<file path="src/logic/ars_pkg.sv">
// Purpose: Shared constants for the alert recovery sequencer
// Assumes: 200 MHz node clock
// Notes: Alert type and code values are local encodings for the frame parser
package ars_pkg;

  // Clock rate and timing figures
  localparam int unsigned CLK_KHZ = 200000;
  localparam int unsigned MA_TMO_MS = 1000;
  localparam int unsigned RESEND_MS = 500;
  localparam int unsigned MA_TMO_CYC = MA_TMO_MS * CLK_KHZ;
  localparam int unsigned RESEND_CYC = RESEND_MS * CLK_KHZ;
  localparam int unsigned CW = 28;

  // Widths
  localparam int unsigned TAG_W = 16;
  localparam int unsigned PATH_W = 32;

  // Alert types
  localparam logic [3:0] T_ADDR = 4'h0;
  localparam logic [3:0] T_UNKNOWN = 4'h1;
  localparam logic [3:0] T_INVALID = 4'h2;
  localparam logic [3:0] T_PROTO = 4'h3;
  localparam logic [3:0] T_ENV = 4'h4;
  localparam logic [3:0] T_WARN = 4'h5;
  localparam logic [3:0] T_LINK_ERP = 4'h6;
  localparam logic [3:0] T_THRESH = 4'h7;
  localparam logic [3:0] T_MASTER_GEN = 4'h8;
  localparam logic [3:0] T_PNO = 4'h9;

  // Alert codes within a type
  localparam logic [7:0] C_NONE = 8'h00;
  localparam logic [7:0] C_PRIO_CHG = 8'h01;
  localparam logic [7:0] C_ULP_CHG = 8'h02;
  localparam logic [7:0] C_RESET_FAIL = 8'h01;
  localparam logic [7:0] C_TMO_READY = 8'h02;
  localparam logic [7:0] C_ALL_NORMAL = 8'h01;
  localparam logic [7:0] C_NODE_NORMAL = 8'h02;
  localparam logic [7:0] C_RECONFIG = 8'h03;
  localparam logic [7:0] C_BOTH_NORMAL = 8'h04;

  // Command operations, issued in ascending order within one alert
  localparam int unsigned NOPS = 27;
  localparam logic [4:0] OP_ASYNC_REPLY = 5'h00;
  localparam logic [4:0] OP_REPLY_INVALID = 5'h01;
  localparam logic [4:0] OP_CONFIG_WALK = 5'h02;
  localparam logic [4:0] OP_TERMINATE_IO = 5'h03;
  localparam logic [4:0] OP_INVAL_CFG = 5'h04;
  localparam logic [4:0] OP_STOP_OUTBOUND = 5'h05;
  localparam logic [4:0] OP_QUIESCE_AFF = 5'h06;
  localparam logic [4:0] OP_ULP_ALL_NORMAL = 5'h07;
  localparam logic [4:0] OP_CLEAR_RECONF = 5'h08;
  localparam logic [4:0] OP_PATH_NORMAL = 5'h09;
  localparam logic [4:0] OP_VENDOR_ERR = 5'h0a;
  localparam logic [4:0] OP_QUERY_PROTO = 5'h0b;
  localparam logic [4:0] OP_RESPONSE = 5'h0c;
  localparam logic [4:0] OP_MA_FWD = 5'h0d;
  localparam logic [4:0] OP_LOG = 5'h0e;
  localparam logic [4:0] OP_MA_WAIT = 5'h0f;
  localparam logic [4:0] OP_TOTAL_RESET = 5'h10;
  localparam logic [4:0] OP_INVAL_LINK = 5'h11;
  localparam logic [4:0] OP_INVAL_NODE = 5'h12;
  localparam logic [4:0] OP_QUIESCE_REMOVE_CONFIGUTOR_ENTRY_BIT = 5'h13;
  localparam logic [4:0] OP_QUERY_NODE = 5'h14;
  localparam logic [4:0] OP_CONFIG_PORT = 5'h15;
  localparam logic [4:0] OP_MA_BOTH = 5'h16;
  localparam logic [4:0] OP_BOTH_WAIT = 5'h17;
  localparam logic [4:0] OP_QUERY_REBUILD = 5'h18;
  localparam logic [4:0] OP_REISSUE = 5'h19;
  localparam logic [4:0] OP_WEB_RESET = 5'h1a;

  // Sequencer states
  typedef enum logic [3:0]
  {
    ST_IDLE = 4'h1,
    ST_ISSUE = 4'h2,
    ST_DONE = 4'h4,
    ST_RSP = 4'h8
  } ars_state_t;

endpackage

</file>
<file path="src/logic/ars_alert_sequencer.sv">
// Purpose: Alert recovery sequencer for Master and Configutor roles of a web node
// Assumes: Frame engine executes each command and reports completion on cmd_done_i
// Notes: One alert is handled at a time; commands leave in a fixed ascending order
// Operation
// (RULE1) A newly connected link sets the operational flag and raises an own alert.
// (RULE2) Master walks the new link with node queries; queried nodes reply.
// (RULE3) Master sets operational new ports to normal mode and gets responses.
// (RULE4) Master forwards both-ports-normal, or all-normal when the web is a loop.
// (RULE5) Further port-now-operational alerts wait until the current handling ends.
// (RULE6) Configutor may query node and protocol on protocol-list warnings, or discard.
// (RULE7) Master forwards other warnings to every Configutor.
// (RULE8) Master sends Total Reset for reset-failed or ready-timeout link exits.
// (RULE9) Master invalidates link entries, and node entries for a reset node.
// (RULE10) Master quiesces remaining nodes with remove bit for a lost Configutor.
// (RULE11) Master renormalises a still configured link and forwards both-normal; the code forwards all-normal instead when the web is a loop.
// (RULE12) Master-generated alerts get an invalid-field reply, a log and no forward.
// (RULE13) Configutor answers each master alert by tag over its return path, then logs.
// (RULE14) Error-class master alerts trigger vendor error handling.
// (RULE15) Configutor walks from the reported port before the general handling.
// (RULE16) Address error: terminate I/O, invalidate, respond, reissue on alternate path.
// (RULE17) Link exit: invalidate, stop outbound transfers, quiesce affected nodes.
// (RULE18) Configutor response waits until every quiesce has been answered.
// (RULE19) After quiescing, requery nodes and reissue commands when a path remains.
// (RULE20) All-normal alert tells upper protocols, then general handling.
// (RULE21) Reconfiguration-required clears the table and reconfigures, then general.
// (RULE22) Node-ready is withheld until every port on its path is normal.
// (RULE23) Missing Configutor responses within one second start a web reset.
// (RULE24) Own alert resends every 500 ms until matched reply or port reset.
// (RULE25) Master handles alerts one at a time in arrival order.
`timescale 1ns/1ps

module ars_alert_sequencer #(
  parameter int unsigned MA_TMO_CYC = ars_pkg::MA_TMO_CYC,
  parameter int unsigned RESEND_CYC = ars_pkg::RESEND_CYC,
  parameter int unsigned TAG_W = ars_pkg::TAG_W,
  parameter int unsigned PATH_W = ars_pkg::PATH_W
) (
  // Clock and reset
  input wire logic clk_i,
  input wire logic sys_rst_i,
  // Role and web state
  input wire logic master_role_i,
  input wire logic web_loop_i,
  // Received asynchronous alert (Master role)
  input wire logic aa_valid_i,
  input wire logic [3:0] aa_type_i,
  input wire logic [7:0] aa_code_i,
  input wire logic [TAG_W-1:0] aa_tag_i,
  input wire logic [7:0] aa_port_i,
  input wire logic [PATH_W-1:0] aa_path_i,
  input wire logic aa_cfg_lost_i,
  input wire logic aa_link_cfg_i,
  output logic aa_ready_o,
  // Received master alert (Configutor role)
  input wire logic ma_valid_i,
  input wire logic [3:0] ma_type_i,
  input wire logic [7:0] ma_code_i,
  input wire logic [TAG_W-1:0] ma_tag_i,
  input wire logic [7:0] ma_port_i,
  input wire logic [PATH_W-1:0] ma_path_i,
  input wire logic ma_alt_path_i,
  input wire logic ma_need_info_i,
  output logic ma_ready_o,
  // Command to the frame engine
  output logic cmd_valid_o,
  output logic [4:0] cmd_op_o,
  output logic [3:0] cmd_type_o,
  output logic [7:0] cmd_code_o,
  output logic [TAG_W-1:0] cmd_tag_o,
  output logic [7:0] cmd_port_o,
  output logic [PATH_W-1:0] cmd_path_o,
  output logic cmd_rc_invalid_o,
  output logic cmd_remove_configutor_entry_bit_o,
  input wire logic cmd_ready_i,
  input wire logic cmd_done_i,
  input wire logic rsp_all_i,
  // Own port alert
  input wire logic port_up_i,
  input wire logic port_reset_i,
  input wire logic [TAG_W-1:0] own_tag_i,
  input wire logic own_reply_i,
  input wire logic [TAG_W-1:0] own_reply_tag_i,
  input wire logic [3:0] own_reply_type_i,
  output logic oper_flag_o,
  output logic own_aa_send_o
);

  localparam int unsigned CW = ars_pkg::CW;
  localparam int unsigned NOPS = ars_pkg::NOPS;

  // Refuse timings the counters cannot hold
  if (MA_TMO_CYC < 2 || RESEND_CYC < 2 || MA_TMO_CYC >= (2**CW) || RESEND_CYC >= (2**CW))
  begin : g_bad_cnt
    $error("Timing count out of counter range");
  end
  if (TAG_W < 1 || PATH_W < 1)
  begin : g_bad_w
    $error("Tag and path widths must be positive");
  end

  // Lowest pending operation is the next one
  function automatic logic [4:0] first_op(input logic [NOPS-1:0] m);
    logic [4:0] r;
    r = 5'h00;
    for (int i = NOPS - 1; i >= 0; i--)
    begin
      if (m[i])
      begin
        r = 5'(i);
      end
    end
    return r;
  endfunction

  function automatic logic is_wait(input logic [4:0] op);
    return (op == ars_pkg::OP_MA_WAIT) || (op == ars_pkg::OP_BOTH_WAIT);
  endfunction

  // Sequence for an asynchronous alert received as Master
  function automatic logic [NOPS-1:0] master_mask(input logic [3:0] t, input logic [7:0] c,
                                                  input logic lost, input logic lcfg);
    logic [NOPS-1:0] m;
    m = '0;
    if (t == ars_pkg::T_MASTER_GEN)
    begin
      m[ars_pkg::OP_REPLY_INVALID] = 1'b1; // RULE12
      m[ars_pkg::OP_LOG] = 1'b1; // RULE12
    end
    else
    begin
      m[ars_pkg::OP_ASYNC_REPLY] = 1'b1;
      if (!(t == ars_pkg::T_WARN && c == ars_pkg::C_PRIO_CHG))
      begin
        m[ars_pkg::OP_MA_FWD] = 1'b1; // RULE7
        m[ars_pkg::OP_LOG] = 1'b1;
        m[ars_pkg::OP_MA_WAIT] = 1'b1; // RULE23
      end
      if (t == ars_pkg::T_PNO)
      begin
        m[ars_pkg::OP_QUERY_NODE] = 1'b1; // RULE2
        m[ars_pkg::OP_CONFIG_PORT] = 1'b1; // RULE3
        m[ars_pkg::OP_MA_BOTH] = 1'b1; // RULE4
        m[ars_pkg::OP_BOTH_WAIT] = 1'b1; // RULE5
      end
      if (t == ars_pkg::T_LINK_ERP)
      begin
        m[ars_pkg::OP_INVAL_LINK] = 1'b1; // RULE9
        if (c == ars_pkg::C_RESET_FAIL || c == ars_pkg::C_TMO_READY)
        begin
          m[ars_pkg::OP_TOTAL_RESET] = 1'b1; // RULE8
          m[ars_pkg::OP_INVAL_NODE] = 1'b1; // RULE9
        end
        m[ars_pkg::OP_QUIESCE_REMOVE_CONFIGUTOR_ENTRY_BIT] = lost; // RULE10
        m[ars_pkg::OP_CONFIG_PORT] = lcfg; // RULE11
        m[ars_pkg::OP_MA_BOTH] = lcfg; // RULE11
        m[ars_pkg::OP_BOTH_WAIT] = lcfg; // RULE11
      end
    end
    return m;
  endfunction

  // Sequence for a master alert received as Configutor
  function automatic logic [NOPS-1:0] cfg_mask(input logic [3:0] t, input logic [7:0] c,
                                               input logic alt, input logic need);
    logic [NOPS-1:0] m;
    m = '0;
    m[ars_pkg::OP_RESPONSE] = 1'b1; // RULE13
    m[ars_pkg::OP_LOG] = 1'b1; // RULE13
    unique case (t)
      ars_pkg::T_PNO:
        m[ars_pkg::OP_CONFIG_WALK] = 1'b1; // RULE15
      ars_pkg::T_ADDR:
      begin
        m[ars_pkg::OP_TERMINATE_IO] = 1'b1; // RULE16
        m[ars_pkg::OP_INVAL_CFG] = 1'b1; // RULE16
        m[ars_pkg::OP_REISSUE] = alt; // RULE16
      end
      ars_pkg::T_LINK_ERP:
      begin
        m[ars_pkg::OP_INVAL_CFG] = 1'b1; // RULE17
        m[ars_pkg::OP_STOP_OUTBOUND] = 1'b1; // RULE17
        m[ars_pkg::OP_QUIESCE_AFF] = 1'b1; // RULE17
        m[ars_pkg::OP_QUERY_REBUILD] = 1'b1; // RULE19
        m[ars_pkg::OP_REISSUE] = alt; // RULE19
      end
      ars_pkg::T_WARN:
      begin
        if (c == ars_pkg::C_ULP_CHG)
        begin
          m[ars_pkg::OP_QUERY_PROTO] = need; // RULE6
        end
        else
        begin
          m[ars_pkg::OP_VENDOR_ERR] = 1'b1; // RULE14
        end
      end
      ars_pkg::T_MASTER_GEN:
      begin
        m[ars_pkg::OP_ULP_ALL_NORMAL] = (c == ars_pkg::C_ALL_NORMAL); // RULE20
        m[ars_pkg::OP_CLEAR_RECONF] = (c == ars_pkg::C_RECONFIG); // RULE21
        m[ars_pkg::OP_PATH_NORMAL] = (c == ars_pkg::C_NODE_NORMAL) ||
                                     (c == ars_pkg::C_BOTH_NORMAL); // RULE22
      end
      default:
        m[ars_pkg::OP_VENDOR_ERR] = 1'b1; // RULE14
    endcase
    return m;
  endfunction

  ars_pkg::ars_state_t state_ff;
  ars_pkg::ars_state_t nxt_state;
  logic [NOPS-1:0] mask_ff;
  logic [NOPS-1:0] nxt_mask;
  logic [CW-1:0] tmr_ff;
  logic [CW-1:0] nxt_tmr;
  logic launch;
  logic [4:0] nxt_op;
  logic aa_rdy_ff;
  logic ma_rdy_ff;
  logic [3:0] a_type_ff;
  logic [7:0] a_code_ff;
  logic [TAG_W-1:0] a_tag_ff;
  logic [7:0] a_port_ff;
  logic [PATH_W-1:0] a_path_ff;
  logic cmd_valid_ff;
  logic [4:0] cmd_op_ff;
  logic [3:0] cmd_type_ff;
  logic [7:0] cmd_code_ff;
  logic cmd_rc_ff;
  logic cmd_remove_configutor_entry_bit_ff;

  // Only an idle sequencer takes a new alert, so alerts are served in arrival order
  wire take_aa = aa_valid_i && aa_rdy_ff; // RULE25
  wire take_ma = ma_valid_i && ma_rdy_ff;
  wire [4:0] cur_op = first_op(mask_ff);
  wire [NOPS-1:0] cur_bit = NOPS'(1) << cur_op;
  wire tmo_hit = (tmr_ff == CW'(MA_TMO_CYC - 1));

  // Sequencer next state
  always_comb
  begin
    nxt_state = state_ff;
    nxt_mask = mask_ff;
    nxt_tmr = tmr_ff;
    launch = 1'b0;
    unique case (state_ff)
      ars_pkg::ST_IDLE:
      begin
        if (take_aa)
        begin
          nxt_mask = master_mask(aa_type_i, aa_code_i, aa_cfg_lost_i, aa_link_cfg_i);
          launch = 1'b1;
        end
        else if (take_ma)
        begin
          nxt_mask = cfg_mask(ma_type_i, ma_code_i, ma_alt_path_i, ma_need_info_i);
          launch = 1'b1;
        end
      end
      ars_pkg::ST_ISSUE:
      begin
        if (cmd_ready_i)
        begin
          nxt_state = ars_pkg::ST_DONE;
        end
      end
      ars_pkg::ST_DONE:
      begin
        // Quiesce completion is reported only once every quiesced node has answered
        if (cmd_done_i)
        begin
          nxt_mask = mask_ff & ~cur_bit; // RULE18
          launch = 1'b1;
        end
      end
      ars_pkg::ST_RSP:
      begin
        if (rsp_all_i)
        begin
          nxt_mask = mask_ff & ~cur_bit;
          launch = 1'b1;
        end
        else if (tmo_hit)
        begin
          nxt_mask = NOPS'(1) << ars_pkg::OP_WEB_RESET; // RULE23
          launch = 1'b1;
        end
        else
        begin
          nxt_tmr = tmr_ff + CW'(1);
        end
      end
      default:
      begin
        nxt_state = ars_pkg::ST_IDLE;
        nxt_mask = '0;
      end
    endcase
    nxt_op = first_op(nxt_mask);
    if (launch)
    begin
      nxt_tmr = '0;
      if (nxt_mask == '0)
      begin
        nxt_state = ars_pkg::ST_IDLE;
      end
      else if (is_wait(nxt_op))
      begin
        nxt_state = ars_pkg::ST_RSP;
      end
      else
      begin
        nxt_state = ars_pkg::ST_ISSUE;
      end
    end
  end

  // Command fields for the operation being launched
  wire nxt_is_issue = launch && (nxt_state == ars_pkg::ST_ISSUE);
  wire nxt_both = (nxt_op == ars_pkg::OP_MA_BOTH);
  wire [7:0] both_code = web_loop_i ? ars_pkg::C_ALL_NORMAL : ars_pkg::C_BOTH_NORMAL; // RULE4
  wire [3:0] nxt_type = nxt_both ? ars_pkg::T_MASTER_GEN : (take_aa ? aa_type_i :
                        (take_ma ? ma_type_i : a_type_ff));
  wire [7:0] nxt_code = nxt_both ? both_code : (take_aa ? aa_code_i :
                        (take_ma ? ma_code_i : a_code_ff));

  // State and operation registers
  always_ff @(posedge clk_i or posedge sys_rst_i)
  begin
    if (sys_rst_i)
    begin
      state_ff <= ars_pkg::ST_IDLE;
      mask_ff <= '0;
      tmr_ff <= '0;
      aa_rdy_ff <= 1'b0;
      ma_rdy_ff <= 1'b0;
    end
    else
    begin
      state_ff <= nxt_state;
      mask_ff <= nxt_mask;
      tmr_ff <= nxt_tmr;
      aa_rdy_ff <= (nxt_state == ars_pkg::ST_IDLE) && master_role_i; // RULE5
      ma_rdy_ff <= (nxt_state == ars_pkg::ST_IDLE) && !master_role_i;
    end
  end

  // Latched alert context; tag and path travel with every command of the sequence
  always_ff @(posedge clk_i or posedge sys_rst_i)
  begin
    if (sys_rst_i)
    begin
      a_type_ff <= 4'h0;
      a_code_ff <= 8'h00;
      a_tag_ff <= '0;
      a_port_ff <= 8'h00;
      a_path_ff <= '0;
    end
    else if (take_aa)
    begin
      a_type_ff <= aa_type_i;
      a_code_ff <= aa_code_i;
      a_tag_ff <= aa_tag_i;
      a_port_ff <= aa_port_i;
      a_path_ff <= aa_path_i;
    end
    else if (take_ma)
    begin
      a_type_ff <= ma_type_i;
      a_code_ff <= ma_code_i;
      a_tag_ff <= ma_tag_i; // RULE13
      a_port_ff <= ma_port_i; // RULE15
      a_path_ff <= ma_path_i; // RULE13
    end
  end

  // Command register toward the frame engine
  always_ff @(posedge clk_i or posedge sys_rst_i)
  begin
    if (sys_rst_i)
    begin
      cmd_valid_ff <= 1'b0;
      cmd_op_ff <= 5'h00;
      cmd_type_ff <= 4'h0;
      cmd_code_ff <= 8'h00;
      cmd_rc_ff <= 1'b0;
      cmd_remove_configutor_entry_bit_ff <= 1'b0;
    end
    else if (launch)
    begin
      cmd_valid_ff <= nxt_is_issue;
      cmd_op_ff <= nxt_op;
      cmd_type_ff <= nxt_type;
      cmd_code_ff <= nxt_code;
      cmd_rc_ff <= (nxt_op == ars_pkg::OP_REPLY_INVALID); // RULE12
      cmd_remove_configutor_entry_bit_ff <= (nxt_op == ars_pkg::OP_QUIESCE_REMOVE_CONFIGUTOR_ENTRY_BIT); // RULE10
    end
    else if (cmd_ready_i)
    begin
      cmd_valid_ff <= 1'b0;
    end
  end

  // Own port alert with periodic resend; a new link event wins over a clear
  logic oper_ff;
  logic pend_ff;
  logic send_ff;
  logic [CW-1:0] rs_cnt_ff;
  wire rs_hit = pend_ff && (rs_cnt_ff == CW'(RESEND_CYC - 1));
  wire reply_ok = own_reply_i && (own_reply_tag_i == own_tag_i) &&
                  (own_reply_type_i == ars_pkg::T_PNO);

  always_ff @(posedge clk_i or posedge sys_rst_i)
  begin
    if (sys_rst_i)
    begin
      oper_ff <= 1'b0;
      pend_ff <= 1'b0;
      send_ff <= 1'b0;
      rs_cnt_ff <= '0;
    end
    else
    begin
      oper_ff <= port_up_i || (oper_ff && !port_reset_i); // RULE1
      pend_ff <= port_up_i || (pend_ff && !reply_ok && !port_reset_i); // RULE24
      send_ff <= port_up_i || (rs_hit && !reply_ok && !port_reset_i); // RULE24
      rs_cnt_ff <= (port_up_i || rs_hit || !pend_ff) ? '0 : rs_cnt_ff + CW'(1);
    end
  end

  assign aa_ready_o = aa_rdy_ff;
  assign ma_ready_o = ma_rdy_ff;
  assign cmd_valid_o = cmd_valid_ff;
  assign cmd_op_o = cmd_op_ff;
  assign cmd_type_o = cmd_type_ff;
  assign cmd_code_o = cmd_code_ff;
  assign cmd_tag_o = a_tag_ff;
  assign cmd_port_o = a_port_ff;
  assign cmd_path_o = a_path_ff;
  assign cmd_rc_invalid_o = cmd_rc_ff;
  assign cmd_remove_configutor_entry_bit_o = cmd_remove_configutor_entry_bit_ff;
  assign oper_flag_o = oper_ff;
  assign own_aa_send_o = send_ff;

  // Cycles since the last own alert, saturating, for the resend check
  logic [CW-1:0] gap_ff;
  always_ff @(posedge clk_i or posedge sys_rst_i)
  begin
    if (sys_rst_i)
    begin
      gap_ff <= '0;
    end
    else
    begin
      gap_ff <= send_ff ? CW'(1) : ((&gap_ff) ? gap_ff : gap_ff + CW'(1));
    end
  end

  a_link_up_flag: assert property ( // RULE1
    @(posedge clk_i) disable iff (sys_rst_i)
    port_up_i |=> oper_flag_o && own_aa_send_o)
    else $error("New link did not raise flag and alert");

  a_resend_gap: assert property ( // RULE24
    @(posedge clk_i) disable iff (sys_rst_i)
    (own_aa_send_o && !$past(port_up_i)) |-> (gap_ff == CW'(RESEND_CYC)))
    else $error("Own alert resent at wrong spacing");

  a_busy_refuse: assert property ( // RULE25
    @(posedge clk_i) disable iff (sys_rst_i)
    (state_ff != ars_pkg::ST_IDLE) |-> !aa_ready_o && !ma_ready_o)
    else $error("Alert accepted while busy");

  a_pno_steps: assert property ( // RULE2
    @(posedge clk_i) disable iff (sys_rst_i)
    (take_aa && aa_type_i == ars_pkg::T_PNO) |=>
      mask_ff[ars_pkg::OP_QUERY_NODE] && mask_ff[ars_pkg::OP_CONFIG_PORT] &&
      mask_ff[ars_pkg::OP_MA_BOTH] && mask_ff[ars_pkg::OP_BOTH_WAIT])
    else $error("Link walk steps missing");

  a_reset_failing: assert property ( // RULE8
    @(posedge clk_i) disable iff (sys_rst_i)
    (take_aa && aa_type_i == ars_pkg::T_LINK_ERP && aa_code_i == ars_pkg::C_RESET_FAIL) |=>
      mask_ff[ars_pkg::OP_TOTAL_RESET] && mask_ff[ars_pkg::OP_INVAL_NODE] &&
      mask_ff[ars_pkg::OP_INVAL_LINK])
    else $error("Total reset or invalidation missing");

  a_mg_no_fwd: assert property ( // RULE12
    @(posedge clk_i) disable iff (sys_rst_i)
    (take_aa && aa_type_i == ars_pkg::T_MASTER_GEN) |=>
      mask_ff[ars_pkg::OP_REPLY_INVALID] && !mask_ff[ars_pkg::OP_MA_FWD] &&
      !mask_ff[ars_pkg::OP_ASYNC_REPLY])
    else $error("Master-generated alert handled wrongly");

  a_cfg_respond: assert property ( // RULE13
    @(posedge clk_i) disable iff (sys_rst_i)
    take_ma |=> mask_ff[ars_pkg::OP_RESPONSE] && (cmd_tag_o == $past(ma_tag_i)))
    else $error("Master alert not answered by tag");

  a_rsp_after_quiesce: assert property ( // RULE18
    @(posedge clk_i) disable iff (sys_rst_i)
    (cmd_valid_o && cmd_op_o == ars_pkg::OP_RESPONSE) |-> !mask_ff[ars_pkg::OP_QUIESCE_AFF])
    else $error("Response sent before quiesce done");

  a_ma_timeout: assert property ( // RULE23
    @(posedge clk_i) disable iff (sys_rst_i)
    (state_ff == ars_pkg::ST_RSP && tmo_hit && !rsp_all_i) |=>
      cmd_valid_o && (cmd_op_o == ars_pkg::OP_WEB_RESET))
    else $error("Web reset not started on timeout");

  a_remove_configutor_entry_bit_bit: assert property ( // RULE10
    @(posedge clk_i) disable iff (sys_rst_i)
    (cmd_valid_o && cmd_op_o == ars_pkg::OP_QUIESCE_REMOVE_CONFIGUTOR_ENTRY_BIT) |-> cmd_remove_configutor_entry_bit_o && !cmd_rc_invalid_o)
    else $error("Remove bit missing on quiesce");

endmodule // ars_alert_sequencer

</file>
<file path="config.mk">
export PLATFORM = sky130hd
export DESIGN_NAME = ars_alert_sequencer
export DESIGN_NICKNAME = d
export VERILOG_FILES = /design/src/logic/ars_pkg.sv /design/src/logic/ars_alert_sequencer.sv
export SDC_FILE = /design/constraint.sdc
export NUM_CORES = 1
export LEC_CHECK = 0
export ABC_AREA = 0
export BUFFER_PORTS_ARGS = -buffer_cell sky130_fd_sc_hd__buf_2
export CORE_MARGIN = 8
export CORE_UTILIZATION = 35
export DETAILED_ROUTE_END_ITERATION = 12
export PLACE_DENSITY = 0.58
export SLEW_MARGIN = 10
export SYNTH_ARGS = -nofsm -noshare
export SYNTH_HDL_FRONTEND = slang
export SYNTH_SLANG_ARGS = --single-unit
export TNS_END_PERCENT = 5
</file>
<file path="constraint.sdc">
create_clock -name clk_i -period 7.3 [get_ports clk_i]
set_input_delay 1.46 -clock clk_i [delete_from_list [all_inputs] [get_ports clk_i]]
set_output_delay 1.46 -clock clk_i [all_outputs]
set_load 0.1 [all_outputs]
</file>
==> metrics.md, run 1 <==
| Metric | Value |
|---|---|
| Fin. max-slew vios | 0 |
| Post-cts resize count | 0 |
| Post-synth EDFFs | 0 |
| Vias per cell | approximately 5.4 |
| Avg Cell Area, Syn | 8.510 um^2 |
| Top_reg_cell synth | dfrtp_1 |
| Num Clock Sinks | 180 |
| Placed cell count | 1785 |
| Endpoints failing hold | 0 |
| Synth cell types | 83 |
| Sum Neg Setup Slack | 0 ns |
| Netlist Area Pre-Place | 10020 um^2 |
| Flops & latches, synth | 180 |
| Tot GR Track Use | 20.53% |
| R2R Path End | cmd_code_o[3]$_DFFE_PP0P_ |
| Critical Setup Path Class | in -> reg |
| CTS root buffer | clkbuf_16 |
| Final nets | 1610 |
| Final hold slack | between 0.4 and 0.5 ns |
| P per Cell Area | ~480 nW/um^2 |
| Crit-path max FO | roughly 70 |
| Site Rows | 62 |
| DRT iter0 DRCs | 670 |
| Slowest stage delay, CP | 0.67 ns |
| Largest delay share family, worst path | compound AO/OA/AOI/OAI gates |
| Post-Syn Instances | 1178 |
| PortBufs | approximately 270 |
| Hold EP | cmd_op_o[2]$_DFFE_PP0P_ |
| HPWL after DPL | 27.05 mm |
| CORE AREA | 28470 um^2 |
| Cts hold-fix bufs | 0 |
| Critical Path AT | 5.13 ns |
| Share of layout cells above drive strength 1 | 23.59% |
| Max Fclk | 207.1 MHz |
| Comb pwr share | approximately 60% |
| Routability cong. | 1.019 |
| Unrepaired setup endpoints after global routing | no |
| Hold Path Class | reg -> reg |
| Die ar. | 34310 um^2 |
| CTS max path bufs | 2 |
| Final period util | 66.14% |
| Worst Max-Slew Pin Slew | 1.109 ns |
| Post-synthesis sequential area ratio | 44.95% |
| Post-CTS Setup Bufs | 0 |
| Wirelength per Cell | 19.54 um |
| Worst Reg2Reg Path Length in Cells | 12 |
| DR pass1 iterations | 5 |
| Slew headroom | between 20% and 30% |
| I/O Pins | 268 |
| Area Overhead vs Synth | 23.32% |
| VDD IR max | 0.0004294 V |
| FF-to-FF Start | mask_ff[24]$_DFF_PP0_ |
| Clk_skew | 0.02059 ns |
| Clock power share | 15.9% |
| Leading cell types in the layout, fill and taps excluded | 267 x buf_2, 196 x nand2_1, 179 x dfrtp_1 |
| Worst-skew pair later-pin latency | 0.44 ns |
| Antenna violations before repair | 8 |
| Crit end category | register |
| Psw | 3.466 mW |
| First-pass GRT wire length | 55.12 mm |
| Reg2Reg Setup Slack | 2.50 ns |
| Pint | roughly 2.4 mW |
| Slowest cell on the critical path | buf_4 |
| HP Start | cmd_op_o[2]$_DFFE_PP0P_ |
| Flop pwr share | 25.1% |
| Min Clock Period, post-route | 4.828 ns |
| Via count | 9854 |
| Largest net degree at the start of global routing | 137 |
| Vias in the first global route | 9850 |
| Starting Density | between 30% and 40% |
| CTS buffer count | 17 |
| Chip height | between 150 and 200 um |
| Post-Route WL | 35.59 mm |
| Worst path cell trace | buf_2 > nand2_2 > buf_4 > o21ai_0 > o21ai_0 > nor3b_1 > a311o_1 > o21ai_1 > o2111ai_1 > a21oi_1 > o311a_1 > nand3_2 > o21ai_2 > o21ai_0 |
| Finished Layout Cells | around 1800 |
| Hold Path Depth | 2 |
| Synth Net Count | 1368 |
| Async SR Flop Fraction | 100.0% |
| Commonest non-fill, non-tap cell in the layout | buf_2 |
| Max-cap violations | 0 |
| Fin util | between 40% and 50% |
| DR DRC count | 0 |
| Final Power | 5.906 mW |
| CTS tree | yes |
| Type of origin of the critical path | primary input |
| H-tree depth | 4 |
| CP most frequent cell | o21ai_0 |
| Clock transition at path regs | approximately 0.07 ns |
| Antenna viol nets, final | 0 |
| Global route total overflow | 0 |
| Switching share of total power | 58.69% |
| P_leak | 5.836 nW |
| Ys Warns | 0 |
| Outcome | finished clean |
| Setup violators final | 0 |
| Worst path bufs/invs | 2 |
| Die X | approximately 190 um |
| Worst EP required | roughly 7.6 ns |
-- kinds of logic (layout without fill, tap and decap cells) --
| logic type | count (synthesis) | after routing | share of synthesized area [%] |
|---|---|---|---|
| fa+ha+maj | 2 | 2 | 0.2496 |
| compound gates | 256 | 256 | 17.22 |
| simple gates | 572 | 572 | 27.22 |
| mux | 12 | 12 | 1.211 |
| flops | 180 | 180 | 44.95 |
| other cells | 0 | 4 | 0 |
| buf+inv | 92 | 347 | 3.557 |
| xor+xnor | 64 | 64 | 5.592 |
-- stage by stage --
step                      instance area [um^2]  worst slack [ns]
after global routing                     12360             2.118
after floorplan                          10020            0.9547
final                                    12360             2.472
after detailed placement                 11750             1.962
after CTS                                12350             2.438
after global placement                   11750             2.084
-- tightest hold or removal path: stages, from the launching register on --
cell,delay (ns)
dfrtp_1,0.34
nand2_1,0.05
nand2_1,0.05
-- metal layers --
metal | vias to the layer above | share of wire, % | GRT usage [%]
li1 | 4702 | - | -
met1 | 4706 | 41 | 25.31
met2 | 373 | 48 | 33.30
met3 | 63 | 8.8 | 6.905
met4 | 10 | 2.2 | 6.754
met5 | - | 0.18 | 0
-- cell type report --
cell class	instances	area, um^2
fillers	2897	16110
multi-input cells	906	5199
flip-flops and latches	180	4506
repair buffers	278	1419
well taps	384	480.5
clock buffers	17	425.4
clock inverters	15	176.4
inverters	37	146.4
diodes	4	10.01
-- state kept, by name (all words and copies together) (netlist names), 4 cells and up --
| name | count |
|---|---|
| cmd_path_o | 32 |
| rs_cnt_ff | 28 |
| tmr_ff | 28 |
| mask_ff | 27 |
| cmd_tag_o | 16 |
| a_code_ff | 8 |
| cmd_code_o | 8 |
| cmd_port_o | 8 |
| cmd_op_o | 5 |
| a_type_ff | 4 |
| cmd_type_o | 4 |
| state_ff | 4 |
-- power groups by stage --
stage,Combinational (mW),Clock [mW],Sequential [mW]
after global routing,3.68,0.998,1.52
final,3.48,0.939,1.48
after floorplan,1.19,0,2.98
after global placement,3.48,0,1.49
after CTS,3.48,0.960,1.48
after detailed placement,3.48,0,1.48
-- cell usage after synthesis (3+ instances only) --
master | number | share of area (%)
o211ai_1 | 5 | 0.37
or4_1 | 6 | 0.45
inv_1 | 37 | 1.4
o311a_1 | 3 | 0.30
buf_2 | 5 | 0.25
nor2_1 | 162 | 6.1
o31ai_1 | 12 | 0.90
nand4_1 | 26 | 1.6
o21a_1 | 13 | 0.97
a21oi_1 | 40 | 2.0
o32ai_1 | 3 | 0.26
a211oi_1 | 4 | 0.30
o31a_1 | 4 | 0.35
mux2i_1 | 11 | 1.1
nor4bb_1 | 3 | 0.30
o21ai_1 | 4 | 0.20
a41oi_1 | 5 | 0.44
a21o_1 | 4 | 0.30
a211o_1 | 3 | 0.26
buf_1 | 13 | 0.49
o21ai_0 | 40 | 2.0
or3_1 | 18 | 1.1
and4_1 | 6 | 0.52
nand3b_1 | 5 | 0.37
and3_1 | 15 | 0.94
or4b_2 | 3 | 0.30
a31o_2 | 5 | 0.44
nand3_1 | 33 | 1.6
nor4_1 | 19 | 1.2
and2_1 | 5 | 0.31
nand2_1 | 198 | 7.4
nor3_1 | 25 | 1.2
nand2b_1 | 11 | 0.69
nor3b_1 | 3 | 0.22
xor2_1 | 41 | 3.6
xnor2_1 | 23 | 2.0
a31oi_1 | 73 | 4.6
nor2b_1 | 15 | 0.94
a22o_1 | 3 | 0.26
clkbuf_1 | 35 | 1.3
dfrtp_1 | 179 | 45
nor4b_1 | 7 | 0.61
-- worst max-delay path by stage --
| stage | cells after the start | start | slack (ns) | to |
|---|---|---|---|---|
| CTS | 14 | ma_valid_i | 2.44 | cmd_code_o[3]$_DFFE_PP0P_ |
| global placement | 14 | ma_valid_i | 2.08 | cmd_type_o[0]$_DFFE_PP0P_ |
| detailed placement | 14 | ma_valid_i | 1.96 | cmd_code_o[1]$_DFFE_PP0P_ |
| global route | 14 | ma_valid_i | 2.12 | cmd_code_o[3]$_DFFE_PP0P_ |
| floorplan | 1 | sys_rst_i | 0.95 | a_code_ff[0]$_DFF_PP0_ |
| finish | 14 | ma_valid_i | 2.47 | cmd_code_o[3]$_DFFE_PP0P_ |
(Power assumes the default switching activity.)
==> run 2, diff against run 1 <==
ABC_AREA = 1   (was 0)
clock period = 4.7 ns   (was 7.3 ns; I/O delays follow)
==> metrics.md, run 2 <==
| Metric | Value |
|---|---|
| Outcome | finished clean |
| FF-to-FF Start | mask_ff[25]$_DFF_PP0_ |
| CTS max path bufs | 2 |
| CP most frequent cell | nand2_1 |
| Type of origin of the critical path | register |
| Top_reg_cell synth | dfrtp_1 |
| I/O Pins | 268 |
| HP Start | rs_cnt_ff[0]$_DFF_PP0_ |
| Post-synth EDFFs | 0 |
| Clock transition at path regs | 0.07 ns |
| Placed Instance Area | 11860 um^2 |
| Most frequently used cell type in the post-synthesis netlist | nand2_1 |
| Setup violators final | 0 |
| Slew headroom | 33.29% |
| CORE AREA | 27860 um^2 |
| R2R Path End | cmd_valid_o$_DFFE_PP0P_ |
| Tot GR Track Use | 20.61% |
| Finished Layout Cells | ~2000 |
| Leading cell types in the layout, fill and taps excluded | 308 x nand2_1, 267 x buf_2, 179 x dfrtp_1 |
| DR pass1 iterations | 5 |
| Flops & latches, synth | 180 |
| Unrepaired setup endpoints after global routing | yes |
| Vias in the first global route | 10240 |
| P_leak | 6.247 nW |
| Worst Reg2Reg Path Length in Cells | 28 |
| VDD IR max | 0.0005808 V |
| Final period util | 93.86% |
| Num Clock Sinks | 180 |
| Critical Path AT | 4.74 ns |
| Post-synthesis sequential area ratio | 45.32% |
| Max reg flops | 32 |
| Share of layout cells above drive strength 1 | around a quarter |
| Reg2Reg Setup Slack | just under 0.3 ns |
| Fin area | 12600 um^2 |
| Via count | 10180 |
| Commonest non-fill, non-tap cell in the layout | nand2_1 |
| Area Overhead vs Synth | 26.69% |
| CTS root buffer | clkbuf_16 |
| Yosys top cell area share | 45.05% |
| Max-cap violations | 0 |
| DR DRC count | 0 |
| Sum Neg Setup Slack | 0 ns |
| Min Clock Period, post-route | 4.412 ns |
| Endpoints failing hold | 0 |
| HPWL after DPL | roughly 27 mm |
| Worst Max-Slew Pin Slew | ~1 ns |
| Netlist Area Pre-Place | 9942 um^2 |
| Antenna viol nets, final | 0 |
| H-tree depth | 4 |
| Cts hold-fix bufs | 0 |
| Routability cong. | 0.9586 |
| Final hold slack | approximately 0.47 ns |
| Antenna violations before repair | 6 |
| Ys Warns | 0 |
| Hold EP | rs_cnt_ff[0]$_DFF_PP0_ |
| Fin util | 45.21% |
| Hold Path Depth | 1 |
| Slowest stage delay, CP | 0.42 ns |
| P per Cell Area | 764.7 nW/um^2 |
| Crit end category | register |
| Async SR Flop Fraction | 100.0% |
| CTS tree | yes |
| Die X | 184.5 um |
| Worst-skew pair later-pin latency | ~0.45 ns |
| First-pass GRT wire length | 55.14 mm |
| DRT iter0 DRCs | approximately 840 |
| Vias per cell | between 4 and 5 |
| Synth cell types | 53 |
| Hold Path Class | reg -> reg |
| Die ar. | 34060 um^2 |
| Fill count | 2890 |
| Max Fclk | 226.7 MHz |
| Post-Syn Instances | 1369 |
| Avg Cell Area, Syn | 7.262 um^2 |
| Final nets | approximately 1800 |
| Starting Density | 35.69% |
| Fin. max-slew vios | 0 |
| Site Rows | between 60 and 70 |
| Global route total overflow | 0 |
| Largest net degree at the start of global routing | 181 |
| Slowest cell on the critical path | or3b_1 |
| Wirelength per Cell | 17.07 um |
| Commonest cells post-synth | 312 x nand2_1, 179 x dfrtp_1, 176 x inv_1, 176 x nor2_1, 120 x a21oi_1 |
| Critical Setup Path Class | reg -> reg |
| Chip height | roughly 180 um |
| PortBufs | 267 |
| CTS buffer count | 17 |
| Synth area leaders | dfrtp_1 45%, nand2_1 12%, inv_1 6.6%, nor2_1 6.6%, a21oi_1 6.0% |
| Placed cell count | approximately 2000 |
| Worst EP required | 5.03 ns |
| Clk_skew | 0.01545 ns |
| Crit-path max FO | 4 |
| Synth Net Count | 1559 |
| Post-Route WL | 34.97 mm |
| Synth area leader | dfrtp_1 |
run 2: cell count changes in the layout (fill, tap and decap cells not counted), moves of 13 or more:
cell,before,now
and3_1,15,2
nand2_1,196,308
a21oi_1,40,118
a31oi_1,73,7
xnor2_1,23,4
nor3_1,25,39
nand3_1,33,58
buf_4,11,36
or3_1,18,0
nor2b_1,15,0
o21ai_0,40,104
inv_1,36,174
xor2_1,41,8
run 2: how the worst max path moves through the flow:
stage	to	slack, ns	startpoint	cells past startpoint
2_1_floorplan	cmd_valid_o$_DFFE_PP0P_	0.57	aa_ready_o$_DFF_PP0_	27
3_3_place_gp	cmd_code_o[1]$_DFFE_PP0P_	0.21	ma_valid_i	35
3_5_place_dp	cmd_type_o[0]$_DFFE_PP0P_	0.16	ma_valid_i	35
4_1_cts	cmd_code_o[6]$_DFFE_PP0P_	0.21	tmr_ff[1]$_DFFE_PP0P_	46
5_1_grt	cmd_code_o[2]$_DFFE_PP0P_	-0.09	tmr_ff[1]$_DFFE_PP0P_	47
6_report	cmd_valid_o$_DFFE_PP0P_	0.29	mask_ff[25]$_DFF_PP0_	28
run 2: repair_timing:
item / in CTS / in global routing
setup buffers: 0 / 6
endpoints found under the hold margin: 0 / 0
resized for setup: 0 / 21
setup endpoints to repair: 0 / 20
run 2: final cells by class:
| cell class | count | area [um^2] | area share, % |
|---|---|---|---|
| Clock inverter | 12 | 140.1 | 1.113 |
| Timing Repair Buffer | 304 | 1627 | 12.91 |
| Multi-Input combinational cell | 961 | 4666 | 37.04 |
| Clock buffer | 20 | 456.7 | 3.626 |
| Inverter | 189 | 715.7 | 5.682 |
| Tap cell | 378 | 473.0 | 3.755 |
| Sequential cell | 180 | 4506 | 35.77 |
| Antenna cell | 5 | 12.51 | 0.09933 |
run 2: where the power goes:
group          leakage [nW]  switching, mW  internal [mW]
registers              2.31          0.248           2.00
clock network         0.288          0.680          0.780
logic                  3.64           4.70           1.22
total                  6.25           5.63           4.00
run 2: logic make-up (layout without fill, tap and decap cells):
family,count (synthesis),in the layout,synth area share [%]
fa+ha+maj,2,2,0.2517
xor+xnor,12,12,1.057
buf+inv,228,525,8.621
compound gates,288,288,16.27
other cells,0,5,0
simple gates,659,659,28.48
flops,180,180,45.32
run 2: layer usage:
layer	track usage, %	wire length, um	up-vias
met5	0	8	-
met4	7.551	845	2
met3	6.202	2548	45
met2	33.63	16780	326
met1	25.41	14780	4765
li1	-	-	5046
run 2: stage by stage:
stage / total power [mW] / worst slack, ns
after floorplan: 6.685 / 0.5729
after global placement: 8.101 / 0.2058
after detailed placement: 8.116 / 0.1607
after CTS: 9.600 / 0.2143
after global routing: 10.22 / -0.08760
final: 9.632 / 0.2885
run 2: worst max-delay path: cells and delay by family, from the launching register on:
family / cells / cell delay [ns]
simple gates: 20 / 2.32
buf+inv: 3 / 0.37
flops: 1 / 0.37
compound gates: 5 / 1.24
